==> src/edge_ctl_pkg.sv <==
// constants for the charge time unit edge control block
// assumes an apb slave with 32-bit data on a single clock
package edge_ctl_pkg;
	localparam logic [11:0] edge_select_control_addr = 12'h000;
	localparam logic [11:0] discharge_ctl_addr = 12'h004;
	localparam logic [11:0] event_status_addr = 12'h008;
	localparam logic [11:0] event_mask_addr = 12'h00c;
	localparam int first_mod_bit = 15;
	localparam int first_pol_bit = 14;
	localparam int first_sel_hi = 13;
	localparam int first_sel_lo = 10;
	localparam int second_flag_bit = 9;
	localparam int first_flag_bit = 8;
	localparam int second_mod_bit = 7;
	localparam int second_pol_bit = 6;
	localparam int second_sel_hi = 5;
	localparam int second_sel_lo = 2;
	localparam logic [15:0] edge_select_control_reset = 16'h0000;
	localparam logic [15:0] edge_select_control_wmask = 16'hfffc;
	localparam int discharge_bit = 0;
	localparam int first_event_bit = 0;
	localparam int second_event_bit = 1;
	localparam logic [3:0] src_pin_a = 4'h3;
	localparam logic [3:0] src_pin_b = 4'h2;
	localparam logic [3:0] src_compare = 4'h1;
	typedef enum logic [1:0] {
		det_idle = 2'b00,
		det_armed = 2'b01,
		det_hit = 2'b10
	} det_state_t;
endpackage

==> src/edge_detector.sv <==
// one edge channel: source select, polarity, edge or level sampling
// assumes source inputs already synchronous to ref_clk
`timescale 1ns/1ps
`default_nettype none
module edge_detector
	import edge_ctl_pkg::*;
(
	input wire logic ref_clk,
	input wire logic nrst,
	input wire logic [3:0] source_sel,
	input wire logic polarity,
	input wire logic edge_mode,
	input wire logic pin_a,
	input wire logic pin_b,
	input wire logic compare_src,
	output logic event_hit
);
	logic src;
	logic src_q;
	logic active;
	logic src_valid;
	always_comb begin
		unique case (source_sel)
			src_pin_a: src = pin_a;
			src_pin_b: src = pin_b;
			src_compare: src = compare_src;
			// reserved codes select no source
			default: src = 1'b0;
		endcase
	end
	// reserved codes must never look active, even at negative polarity
	assign src_valid = (source_sel == src_pin_a) | (source_sel == src_pin_b) |
		(source_sel == src_compare);
	assign active = src_valid & (polarity ? src : ~src);
	always_ff @(posedge ref_clk or negedge nrst) begin
		if (!nrst) begin
			src_q <= 1'b0;
		end else begin
			src_q <= active;
		end
	end
	// edge mode needs an inactive to active change, level mode the level alone
	assign event_hit = edge_mode ? (active & ~src_q) : active;
endmodule
`default_nettype wire

==> src/charge_time_edge_control.sv <==
// apb register block and edge logic of the charge time unit
// assumes apb master on ref_clk, edge sources synchronous to ref_clk
//
// Local design decisions: the register addresses and the APB slave port.
`timescale 1ns/1ps
`default_nettype none
module charge_time_edge_control
	import edge_ctl_pkg::*;
(
	input wire logic ref_clk,
	input wire logic nrst,
	input wire logic psel,
	input wire logic penable,
	input wire logic pwrite,
	input wire logic [11:0] paddr,
	input wire logic [31:0] pwdata,
	output logic [31:0] prdata,
	output logic pready,
	output logic pslverr,
	input wire logic edge_input_pin_a,
	input wire logic edge_input_pin_b,
	input wire logic output_compare_one,
	input wire logic second_src_0,
	input wire logic adc_sampling,
	output logic discharge_sink_on,
	output logic first_edge_state,
	output logic second_edge_state,
	output logic irq
);
	logic [15:0] edge_select_control;
	logic discharge_sink_enable;
	logic [1:0] event_status;
	logic [1:0] event_mask;
	logic first_hit;
	logic second_hit;
	logic wr;
	logic rd;
	logic first_set;
	logic second_set;

	function automatic logic hit_addr(input logic [11:0] a, input logic [11:0] r);
		return a == r;
	endfunction

	assign wr = psel & penable & pwrite;
	assign rd = psel & penable & ~pwrite;
	assign pready = 1'b1;

	edge_detector first_det (
		.ref_clk(ref_clk),
		.nrst(nrst),
		.source_sel(edge_select_control[first_sel_hi:first_sel_lo]),
		.polarity(edge_select_control[first_pol_bit]),
		.edge_mode(edge_select_control[first_mod_bit]),
		.pin_a(edge_input_pin_a),
		.pin_b(edge_input_pin_b),
		.compare_src(output_compare_one),
		.event_hit(first_hit)
	);

	// second source code 0001 is a separate on-chip source
	edge_detector second_det (
		.ref_clk(ref_clk),
		.nrst(nrst),
		.source_sel(edge_select_control[second_sel_hi:second_sel_lo]),
		.polarity(edge_select_control[second_pol_bit]),
		.edge_mode(edge_select_control[second_mod_bit]),
		.pin_a(edge_input_pin_a),
		.pin_b(edge_input_pin_b),
		.compare_src(second_src_0),
		.event_hit(second_hit)
	);

	assign first_set = first_hit & ~edge_select_control[first_flag_bit];
	assign second_set = second_hit & ~edge_select_control[second_flag_bit];

	always_ff @(posedge ref_clk or negedge nrst) begin
		if (!nrst) begin
			edge_select_control <= edge_select_control_reset;
		end else begin
			if (wr && hit_addr(paddr, edge_select_control_addr)) begin
				edge_select_control <= pwdata[15:0] & edge_select_control_wmask;
			end
			// hardware set wins over a software clear in the same cycle
			if (first_hit) begin
				edge_select_control[first_flag_bit] <= 1'b1;
			end
			if (second_hit) begin
				edge_select_control[second_flag_bit] <= 1'b1;
			end
		end
	end

	always_ff @(posedge ref_clk or negedge nrst) begin
		if (!nrst) begin
			discharge_sink_enable <= 1'b0;
		end else if (wr && hit_addr(paddr, discharge_ctl_addr)) begin
			discharge_sink_enable <= pwdata[discharge_bit];
		end
	end

	// no automatic discharge path exists; the software bit drives it, gated by adc_sampling
	assign discharge_sink_on = discharge_sink_enable & adc_sampling;
	assign first_edge_state = edge_select_control[first_flag_bit];
	assign second_edge_state = edge_select_control[second_flag_bit];

	always_ff @(posedge ref_clk or negedge nrst) begin
		if (!nrst) begin
			event_status <= 2'b00;
		end else begin
			if (rd && hit_addr(paddr, event_status_addr)) begin
				event_status <= 2'b00;
			end
			if (first_set) begin
				event_status[first_event_bit] <= 1'b1;
			end
			if (second_set) begin
				event_status[second_event_bit] <= 1'b1;
			end
		end
	end

	always_ff @(posedge ref_clk or negedge nrst) begin
		if (!nrst) begin
			event_mask <= 2'b00;
		end else if (wr && hit_addr(paddr, event_mask_addr)) begin
			event_mask <= pwdata[1:0];
		end
	end

	assign irq = |(event_status & event_mask);

	always_ff @(posedge ref_clk or negedge nrst) begin
		if (!nrst) begin
			prdata <= 32'h00000000;
		end else if (psel && !penable && !pwrite) begin
			unique case (paddr)
				edge_select_control_addr: prdata <= {16'h0000, edge_select_control};
				discharge_ctl_addr: prdata <= {31'h00000000, discharge_sink_enable};
				event_status_addr: prdata <= {30'h00000000, event_status};
				event_mask_addr: prdata <= {30'h00000000, event_mask};
				default: prdata <= 32'h00000000;
			endcase
		end
	end

	assign pslverr = psel & penable & ~(hit_addr(paddr, edge_select_control_addr) |
		hit_addr(paddr, discharge_ctl_addr) | hit_addr(paddr, event_status_addr) |
		hit_addr(paddr, event_mask_addr));
endmodule
`default_nettype wire

==> config.mk <==
export PLATFORM = sky130hd
export DESIGN_NAME = charge_time_edge_control
export DESIGN_NICKNAME = d
export VERILOG_FILES = /design/src/edge_ctl_pkg.sv /design/src/edge_detector.sv /design/src/charge_time_edge_control.sv
export SDC_FILE = /design/constraint.sdc
export NUM_CORES = 1
export LEC_CHECK = 0
export BUFFER_PORTS_ARGS = -buffer_cell sky130_fd_sc_hd__buf_2
export CORE_MARGIN = 5
export CORE_UTILIZATION = 45
export CTS_CLUSTER_SIZE = 28
export DETAILED_ROUTE_END_ITERATION = 7
export GPL_TIMING_DRIVEN = 0
export HOLD_SLACK_MARGIN = 0.02
export PLACE_DENSITY = 0.79
export SYNTH_ARGS = -nofsm -noshare
export SYNTH_HDL_FRONTEND = slang
export SYNTH_SLANG_ARGS = --single-unit
==> constraint.sdc <==
create_clock -name ref_clk -period 1.62 [get_ports ref_clk]
set_input_delay 0 -clock ref_clk [delete_from_list [all_inputs] [get_ports ref_clk]]
set_output_delay 0 -clock ref_clk [all_outputs]
set_load 0.01 [all_outputs]
==> results.cfg, run 1 <==
[clocking]
clkLatencyLatePin_ns = 0.29
cts.htree.levels = 2
clockRootBuffer = clkbuf_8
clock-sinks = 37
tritoncts = built
post_cts_buffers = 0
cts-buffers-inserted = 5
cts_buffer_depth = 2
worst_setup_hold_path_clk_slew_ns = 0.08

[routing]
wl_per_cell_um = 13.9
finalWirelength_mm = 4.01
via_count = 1398
detail_route.first_pass.iterations = 4
drc = 0
detail_route.iter0.violations = 30
antenna_violating_nets_post_route = 0
via_per_inst = 4.84

[worst_hold_path]
worstHoldEndpoint = edge_select_control[8]
hold-path-cell-count = 3
holdCritPathClass = in2reg
hold_path.startpoint = pwdata[8]

[yosys]
synth_async_sr_flop_share = 1.00
synthTopCellsByArea = dfrtp_1, mux2_4, a22o_1
post_synth_instance_area_um2 = 1820
ys_types = 30
number_of_instances_in_the_synthesized_netlist = 144
synthesis.yosys.warnings = 0
yosys.area.top_type_share = 0.508
synth_commonest_cells = dfrtp_1, buf_4, a22o_1
synth_sequential_area_ratio = 0.508
netlist.top_cell.by_area = dfrtp_1
synth-edff-count = 0
postSynthAreaPerCell_um2 = 12.7
yosys.cell_count.top_type = dfrtp_1
synth-seq-cells = 37
synth-main-ff-cell = dfrtp_1

[die]
floorplan.die.height_um = 73.7
die_width_um = 73.7
core_area_um2 = 3970
row_count = 23
die-area_um2 = 5420
initial_util = 0.459
io-pin-count = 92

[critical_path]
setup.reg_to_reg.worst_slack_ns = 0.06
crit_path_max_incr_delay_ns = 0.42
critical_path.top_delay_family = compound AO/OA/AOI/OAI gates
worst_setup_path_end_kind = register
crit_type = reg2reg
critPathArrivalTime_ns = 1.74
crit_required_ns = 1.80
timing.critical_path.slowest_stage_cell = dfrtp_1
reg2reg_from = edge_select_control[10]
crit_path_cell_trace = mux2i_2, and4b_1, a311o_1, a22o_1
critPathLaunchType = register
cp.buffers_inverters = 0
critical_path.reg2reg.endpoint = event_status[0]
worst-path-stages = 4
cell_count_of_the_worst_reg_to_reg_path = 4
critPathMaxFanout = 4

[cells_and_area]
post-route-cell-area_um2 = 2500
layout_overhead_on_the_synthesized_area_pct = 37.2
layout.nets = 292
drive_gt1_frac = 0.452
insertedDiodeCount = 0

[placed_design]
post-dp-hpwl_mm = 2.93
detailed_place.area_um2 = 2230
place.gp.congestion = 0.778
numPortBuffers = 57

[sta]
finalCriticalPeriod_ns = 1.56
worst-slew-pin-transition_ns = 0.794
fin_crit_sh = 0.965
report.final.setup_viol = 0
setup_clock_skew_after_layout_ns = 0.00917
finalSetupTns_ns = 0
grt_setup_unrepaired = false
final-hold-violation-count = 0
relSlewSlack = 0.470
drv_slew = 0
fmax_mhz = 640

[grt]
grt_start_max_net_pins = 38
grt_pass1_vias = 1356
grt_antenna_before_repair = 0
grt_pass1_wl_mm = 6.34
grt_util_all_layers = 0.152
globalRouteOverflowTotal = 0

[power]
p_int_mw = 1.53
p_per_area_nw_per_um2 = 775
psw_uw = 411
switching_portion_of_total_power = 0.212
p_comb_frac = 0.096
finalPower_mw = 1.94
power.ir.vdd_worst_uv = 654
power.static_leakage_nw = 1.39
seqPwrFrac = 0.480
power.clock.fraction = 0.424

[run]
max_cap_violations = 0

[outcome]
result_of_the_run = finished, final reports clean
## power by group through the flow
stage               Sequential [mW]  Combinational (mW)  Clock [mW]
finish                        0.931               0.186       0.823
global route                  0.931               0.208       0.879
CTS                           0.931               0.184       0.839
detailed placement            0.949               0.156           0
global placement              0.949               0.153           0
floorplan                     0.949              0.0787           0
## sequential cells by signal, summed over array words and instances (netlist names)
register and cells:
second_det.src_q 1, edge_select_control 14, first_det.src_q 1, event_mask 2, prdata 16, event_status 2, discharge_sink_enable 1
## area by class of cell
cell class / instances / area [µm²]
Sequential cell: 37 / 926
Timing Repair Buffer: 72 / 435
Buffer: 23 / 171
Clock buffer: 6 / 82.6
Multi-Input combinational cell: 99 / 786
Tap cell: 50 / 62.6
Fill cell: 321 / 1470
Clock inverter: 2 / 37.5
## tightest hold or removal path: cells and delay by family
kind                   cells  cell delay (ns)
buffers and inverters      1             0.08
muxes                      1             0.14
AOI/OAI and AO/OA          1             0.07
## logic make-up (layout without fill, tap and decap cells)
family | count (synthesis) | count (layout) | synth area share
muxes | 21 | 21 | 0.148
AOI/OAI and AO/OA | 26 | 26 | 0.115
xor gates and xnor gates | 2 | 2 | 0.00961
buffers and inverters | 23 | 103 | 0.0940
DFF | 37 | 37 | 0.508
other | 2 | 17 | 0.00412
and+or+nand+nor | 33 | 33 | 0.121
## per-stage QoR
step / hold WS (ns) / util / cells / worst slack (ns)
floorplan: -0.296 / - / 159 / 0.257
global placement: 0.124 / 0.561 / 266 / 0.116
detailed placement: 0.135 / 0.561 / 266 / 0.0949
CTS: 0.0225 / 0.629 / 289 / 0.0443
global route: 0.0321 / 0.630 / 289 / 0.0128
finish: 0.0248 / 0.630 / 289 / 0.0572
## worst max path at each step
stage	slack [ns]	to	from
6_report	0.06	event_status[0]	edge_select_control[10]
5_1_grt	0.01	event_status[0]	edge_select_control[10]
4_1_cts	0.04	event_status[0]	edge_select_control[10]
3_5_place_dp	0.09	event_status[0]	edge_select_control[10]
3_3_place_gp	0.12	event_status[0]	edge_select_control[10]
2_1_floorplan	0.26	event_status[0]	edge_select_control[10]
## metal layers
layer	up-vias	track usage	share of wire
met3	7	0.0479	0.095
li1	677	-	-
met4	0	0.0362	0.0085
met5	-	0	0
met2	55	0.249	0.49
met1	659	0.197	0.41
## cell usage in the layout, fill, tap and decap left out, types with 4 or more instances in the layout
cell type	count
mux2_4	10
and4b_1	4
dfrtp_1	37
conb_1	17
dlygate4sd3_1	15
buf_2	59
a22o_1	17
clkbuf_8	6
nor2_1	5
nand2_1	7
buf_4	18
mux2_2	5
## timing repair
item / in CTS / in global routing
hold buffers: 15 / 0
endpoints found under the hold margin: 52 / 0
setup endpoints to repair: 0 / 1
gates resized for setup: 0 / 1
Power figures use the tool's default switching activity.
==> run 2: changes to the inputs <==
--- a/config.mk
+++ b/config.mk
@@ -6,11 +6,10 @@
 export NUM_CORES = 1
 export LEC_CHECK = 0
 export BUFFER_PORTS_ARGS = -buffer_cell sky130_fd_sc_hd__buf_2
-export CORE_MARGIN = 5
+export CORE_MARGIN = 2
 export CORE_UTILIZATION = 45
 export CTS_CLUSTER_SIZE = 28
 export DETAILED_ROUTE_END_ITERATION = 7
-export GPL_TIMING_DRIVEN = 0
 export HOLD_SLACK_MARGIN = 0.02
 export PLACE_DENSITY = 0.79
 export SYNTH_ARGS = -nofsm -noshare
==> results.cfg, run 2 (same netlist as run 1, synthesis figures left out) <==
[cells_and_area]
largest_register_ffs = 16
n_fill_cell = 323
top_register = prdata
insertedDiodeCount = 0
drive_gt1_frac = 0.404
layout_overhead_on_the_synthesized_area_pct = 30.6
mostFrequentLayoutCells = buf_2, dfrtp_1, a22o_1, conb_1, dlygate4sd3_1
reg_top3 = prdata: 16 flops, edge_select_control: 14 flops
layout.nets = 276
multi_input_area_um2 = 782
storage_cell_area_um2 = 926
most_frequent_standard_cell_in_the_layout_excluding_fill_and_tap_cells = buf_2

[grt]
grt_util_all_layers = 0.175
globalRouteOverflowTotal = 0
grt_antenna_before_repair = 0
grt_pass1_wl_mm = 5.86
grt_pass1_vias = 1283
grt_start_max_net_pins = 38

[clocking]
tritoncts = built
cts_repair_resized_insts = 0
cts_buffer_depth = 2
cts-buffers-inserted = 5
clockRootBuffer = clkbuf_8
worst_setup_hold_path_clk_slew_ns = 0.08
cts.htree.levels = 2
clock-sinks = 37
post_cts_buffers = 0
clkLatencyLatePin_ns = 0.29

[critical_path]
cell_count_of_the_worst_reg_to_reg_path = 4
crit_required_ns = 1.80
reg2reg_from = edge_select_control[10]
critPathCapture = event_status[0]
critPathArrivalTime_ns = 1.73
worst-path-stages = 4
crit_type = reg2reg
crit_path_cell_trace = mux2i_1, and4b_1, a311o_1, a22o_1
cp.buffers_inverters = 0
worst_setup_path_end_kind = register
critPathLaunchType = register
timing.critical_path.slowest_stage_cell = dfrtp_1
critical_path.top_delay_family = compound AO/OA/AOI/OAI gates
critPathMaxFanout = 4
crit_path_max_incr_delay_ns = 0.42
startpoint = edge_select_control[10]
critical_path.reg2reg.endpoint = event_status[0]
setup.reg_to_reg.worst_slack_ns = 0.07

[placed_design]
numPortBuffers = 58
post-dp-hpwl_mm = 2.63
place.gp.congestion = 0.700

[die]
die-area_um2 = 4580
initial_util = 0.462
io-pin-count = 92
floorplan.die.height_um = 67.7
die_width_um = 67.7
row_count = 23
core_area_um2 = 3940

[sta]
grt_setup_unrepaired = false
final-hold-violation-count = 0
report.final.setup_viol = 0
setup_clock_skew_after_layout_ns = 0.00860
finalSetupTns_ns = 0
drv_slew = 0
fmax_mhz = 647
fin_crit_sh = 0.954
finalCriticalPeriod_ns = 1.55

[routing]
detail_route.iter0.violations = 39
finalWirelength_mm = 3.83
drc = 0
via_per_inst = 5.04
wl_per_cell_um = 14.0
antenna_violating_nets_post_route = 0
detail_route.first_pass.iterations = 4
via_count = 1375

[power]
power.ir.vdd_worst_uv = 660
p_per_area_nw_per_um2 = 801
power.static_leakage_nw = 1.30
finalPower_mw = 1.91

[outcome]
result_of_the_run = finished, final reports clean

[run]
max_cap_violations = 0

[worst_hold_path]
holdCritPathClass = in2reg
[run 2: worst min-delay path by stage]
stage | startpoint | endpoint | slack (ns) | cells after the start
floorplan | nrst | discharge_sink_enable | -0.30 | 0
global placement | nrst | prdata[8] | 0.06 | 2
detailed placement | nrst | prdata[8] | 0.07 | 2
CTS | paddr[3] | prdata[1] | 0.03 | 3
global route | paddr[3] | prdata[1] | 0.07 | 3
finish | paddr[3] | prdata[1] | 0.03 | 3
[run 2: through the flow]
stage          utilization  cell area [µm²]  hold slack [ns]  worst slack [ns]  cells
5_1_grt              0.604             2380           0.0656            0.0405    273
3_5_place_dp         0.530             2090           0.0664             0.132    248
3_3_place_gp         0.530             2090           0.0621             0.139    248
6_report             0.604             2380           0.0339            0.0740    273
2_1_floorplan            -             1880           -0.296             0.257    159
4_1_cts              0.604             2380           0.0334             0.129    273
[run 2: tightest hold or removal path, delay by kind of cell]
kind	cells	cell delay, ns
compound gates	1	0.07
buf+inv	1	0.14
simple gates	1	0.08
[run 2: area by class of cell]
class,count,area share
multi-input cells,99,0.328
flip-flops and latches,37,0.389
clock buffers,6,0.0347
well taps,50,0.0263
repair buffers,79,0.206
clock inverters,2,0.0158
[run 2: report_power, final]
part	switching, mW	internal, mW	leakage [nW]
clock network	0.320	0.500	0.0574
registers	0.00393	0.927	0.517
logic	0.0787	0.0772	0.730
[run 2: metal layers]
metal  wire length [µm]  global-route usage  vias to the layer above
met5                  0                   0                        -
met4                 49              0.0612                        0
met3                251              0.0433                        6
met2               1910               0.297                       54
met1               1620               0.217                      667
li1                   -                   -                      648
[run 2: timing repair]
action,4_1_cts,5_1_grt
endpoints found under the hold margin,54,0
setup endpoints to repair,0,0
hold buffers,17,0
==> run 3: changes to the inputs <==
--- a/config.mk
+++ b/config.mk
@@ -7,11 +7,12 @@
 export LEC_CHECK = 0
 export BUFFER_PORTS_ARGS = -buffer_cell sky130_fd_sc_hd__buf_2
 export CORE_MARGIN = 2
-export CORE_UTILIZATION = 45
+export CORE_UTILIZATION = 46
 export CTS_CLUSTER_SIZE = 28
 export DETAILED_ROUTE_END_ITERATION = 7
 export HOLD_SLACK_MARGIN = 0.02
-export PLACE_DENSITY = 0.79
+export PLACE_DENSITY = 0.8
 export SYNTH_ARGS = -nofsm -noshare
 export SYNTH_HDL_FRONTEND = slang
+export SYNTH_HIERARCHICAL = 1
 export SYNTH_SLANG_ARGS = --single-unit
==> constraint.sdc (replaced) <==
create_clock -name ref_clk -period 1.6 [get_ports ref_clk]
set_input_delay 0 -clock ref_clk [delete_from_list [all_inputs] [get_ports ref_clk]]
set_output_delay 0 -clock ref_clk [all_outputs]
set_load 0.01 [all_outputs]
==> results.cfg, run 3 <==
[sta]
fin_crit_sh = 1.04
fmax_mhz = 598
final-hold-violation-count = 0
hold_slack_ns = 0.127
drv_slew = 0
grt_setup_unrepaired = true
report.final.setup_viol = 4
final_critical_path_setup_slack_ns = -0.0717
finalCriticalPeriod_ns = 1.67
setup_clock_skew_after_layout_ns = 0.0123
relSlewSlack = 0.469
worst-slew-pin-transition_ns = 0.796

[worst_hold_path]
holdCritPathClass = in2reg
hold_path.startpoint = paddr[3]
hold-path-cell-count = 4
worstHoldEndpoint = prdata[1]

[power]
power.static_leakage_nw = 1.35
p_per_area_nw_per_um2 = 790
finalPower_mw = 2.13
power.ir.vdd_worst_uv = 592

[grt]
grt_util_all_layers = 0.218
grt_pass1_vias = 1578
globalRouteOverflowTotal = 0
grt_pass1_wl_mm = 7.38
grt_start_max_net_pins = 38
grt_antenna_before_repair = 0

[routing]
wl_per_cell_um = 16.0
via_count = 1689
finalWirelength_mm = 5.16
antenna_violating_nets_post_route = 0
drc = 0
detail_route.iter0.violations = 137
via_per_inst = 5.23
detail_route.first_pass.iterations = 4

[cells_and_area]
storage_cell_area_um2 = 926
reg_top3 = prdata: 16 flops, edge_select_control: 14 flops
post-route-cell-area_um2 = 2700
layout_overhead_on_the_synthesized_area_pct = 40.0
most_frequent_standard_cell_in_the_layout_excluding_fill_and_tap_cells = buf_2
insertedDiodeCount = 0
multi_input_area_um2 = 941
drive_gt1_frac = 0.462
layout.nets = 326
top_register = prdata
n_fill_cell = 301
largest_register_ffs = 16
mostFrequentLayoutCells = buf_2, dfrtp_1, nand2_1, buf_4

[placed_design]
post-dp-hpwl_mm = 3.20
place.gp.congestion = 0.864
detailed_place.area_um2 = 2280
numPortBuffers = 58

[outcome]
violations = negative setup slack
result_of_the_run = finished, violations left

[critical_path]
critPathMaxFanout = 3
critPathArrivalTime_ns = 1.89
reg2reg_from = edge_select_control[13]
timing.critical_path.slowest_stage_cell = dfrtp_1
crit_path_max_incr_delay_ns = 0.42
crit_path_cell_trace = buf_4, nor2_2, nand4b_1, a32oi_4, nor2_2, mux2i_2
cp.buffers_inverters = 1
setup.reg_to_reg.worst_slack_ns = -0.07
critPathLaunchType = register
crit_required_ns = 1.81
critical_path.top_delay_family = simple AND/OR/NAND/NOR gates
most_frequent_cp_cell = nor2_2
cell_count_of_the_worst_reg_to_reg_path = 6
critical_path.reg2reg.endpoint = edge_select_control[8]
worst_setup_path_end_kind = register
crit_type = reg2reg

[die]
die-area_um2 = 4720
core_area_um2 = 4030
row_count = 23
floorplan.die.height_um = 68.7
die_width_um = 68.7
io-pin-count = 92
initial_util = 0.478

[yosys]
postSynthAreaPerCell_um2 = 10.8
synth-edff-count = 0
ys_types = 34
synth-seq-cells = 37
post_synth_instance_area_um2 = 1930
synth-main-ff-cell = dfrtp_1
synth_async_sr_flop_share = 1.00
netlist.top_cell.by_area = dfrtp_1
yosys.area.top_type_share = 0.481
synthesis.yosys.warnings = 6
synth_commonest_cells = dfrtp_1, nand2_1, buf_4
synth_sequential_area_ratio = 0.481
yosys.cell_count.top_type = dfrtp_1
synthTopCellsByArea = dfrtp_1, buf_4, nand2_1
number_of_instances_in_the_synthesized_netlist = 178

[run]
max_cap_violations = 0

[clocking]
cts_buffer_depth = 2
clkLatencyLatePin_ns = 0.31
clockRootBuffer = clkbuf_8
clock-sinks = 37
tritoncts = built
cts-buffers-inserted = 5
worst_setup_hold_path_clk_slew_ns = 0.09
cts.htree.levels = 2
run 3: cell types whose count changed after synthesis, moves of 4 or more:
cell | before | now
mux2_1 | 3 | 8
inv_1 | 0 | 4
nand2_1 | 7 | 33
o21ai_2 | 0 | 10
and4b_1 | 4 | 0
mux2_4 | 10 | 0
mux2_2 | 5 | 9
a22o_1 | 17 | 1
run 3: kinds of logic (layout without fill, tap and decap cells):
kind of cell    count (synthesis)  count (layout)  synth area share
compound gates                 21              21            0.0825
buf+inv                        26             106             0.102
flops                          37              37             0.481
xor+xnor                        2               2           0.00909
other cells                     2              17           0.00390
simple gates                   68              68             0.197
mux                            22              22             0.125
run 3: worst reg2reg max path, stage by stage, from the launching register on:
cell	delay (ns)
dfrtp_1	0.42
buf_4	0.17
nor2_2	0.17
nand4b_1	0.21
a32oi_4	0.34
nor2_2	0.08
mux2i_2	0.21
run 3: worst max path at each step:
stage / start / endpoint / slack [ns] / depth (start not counted)
2_1_floorplan: paddr[9] / edge_select_control[11] / 0.01 / 4
3_3_place_gp: edge_select_control[3] / event_status[1] / -0.05 / 5
3_5_place_dp: paddr[5] / prdata[4] / -0.12 / 4
4_1_cts: edge_select_control[3] / event_status[1] / 0.003 / 5
5_1_grt: edge_select_control[13] / edge_select_control[8] / -0.14 / 6
6_report: edge_select_control[13] / edge_select_control[8] / -0.07 / 6
run 3: per-layer routing:
layer | global-route usage | part of all wire | vias up
li1 | - | - | 778
met2 | 0.368 | 0.52 | 86
met1 | 0.254 | 0.38 | 807
met3 | 0.0649 | 0.066 | 18
met4 | 0.103 | 0.037 | 0
met5 | 0 | 0 | -
run 3: power by group:
part           switching (mW)  internal (mW)
Sequential            0.00531          0.938
Clock                   0.373          0.628
Combinational          0.0971         0.0891
run 3: final cells by class:
cell class	instances	area share
Multi-Input combinational cell	130	0.349
Inverter	4	0.00557
Clock inverter	3	0.0255
Clock buffer	5	0.0255
Tap cell	50	0.0232
Sequential cell	37	0.343
Timing Repair Buffer	94	0.228
run 3: per-stage QoR:
step	instances	worst slack [ns]	setup TNS, ns	utilization
finish	323	-0.0717	-0.189	0.670
global route	323	-0.139	-0.441	0.670
CTS	322	0.00331	0	0.656
detailed placement	294	-0.117	-1.30	0.567
global placement	294	-0.0506	-0.707	0.567
floorplan	193	0.0110	0	-
run 3: repair_timing:
item	in CTS	in global routing
resized for setup	6	9
setup endpoints to repair	4	4
endpoints found under the hold margin	54	0
hold buffers	17	0
setup buffers	3	1
pin swaps	8	5
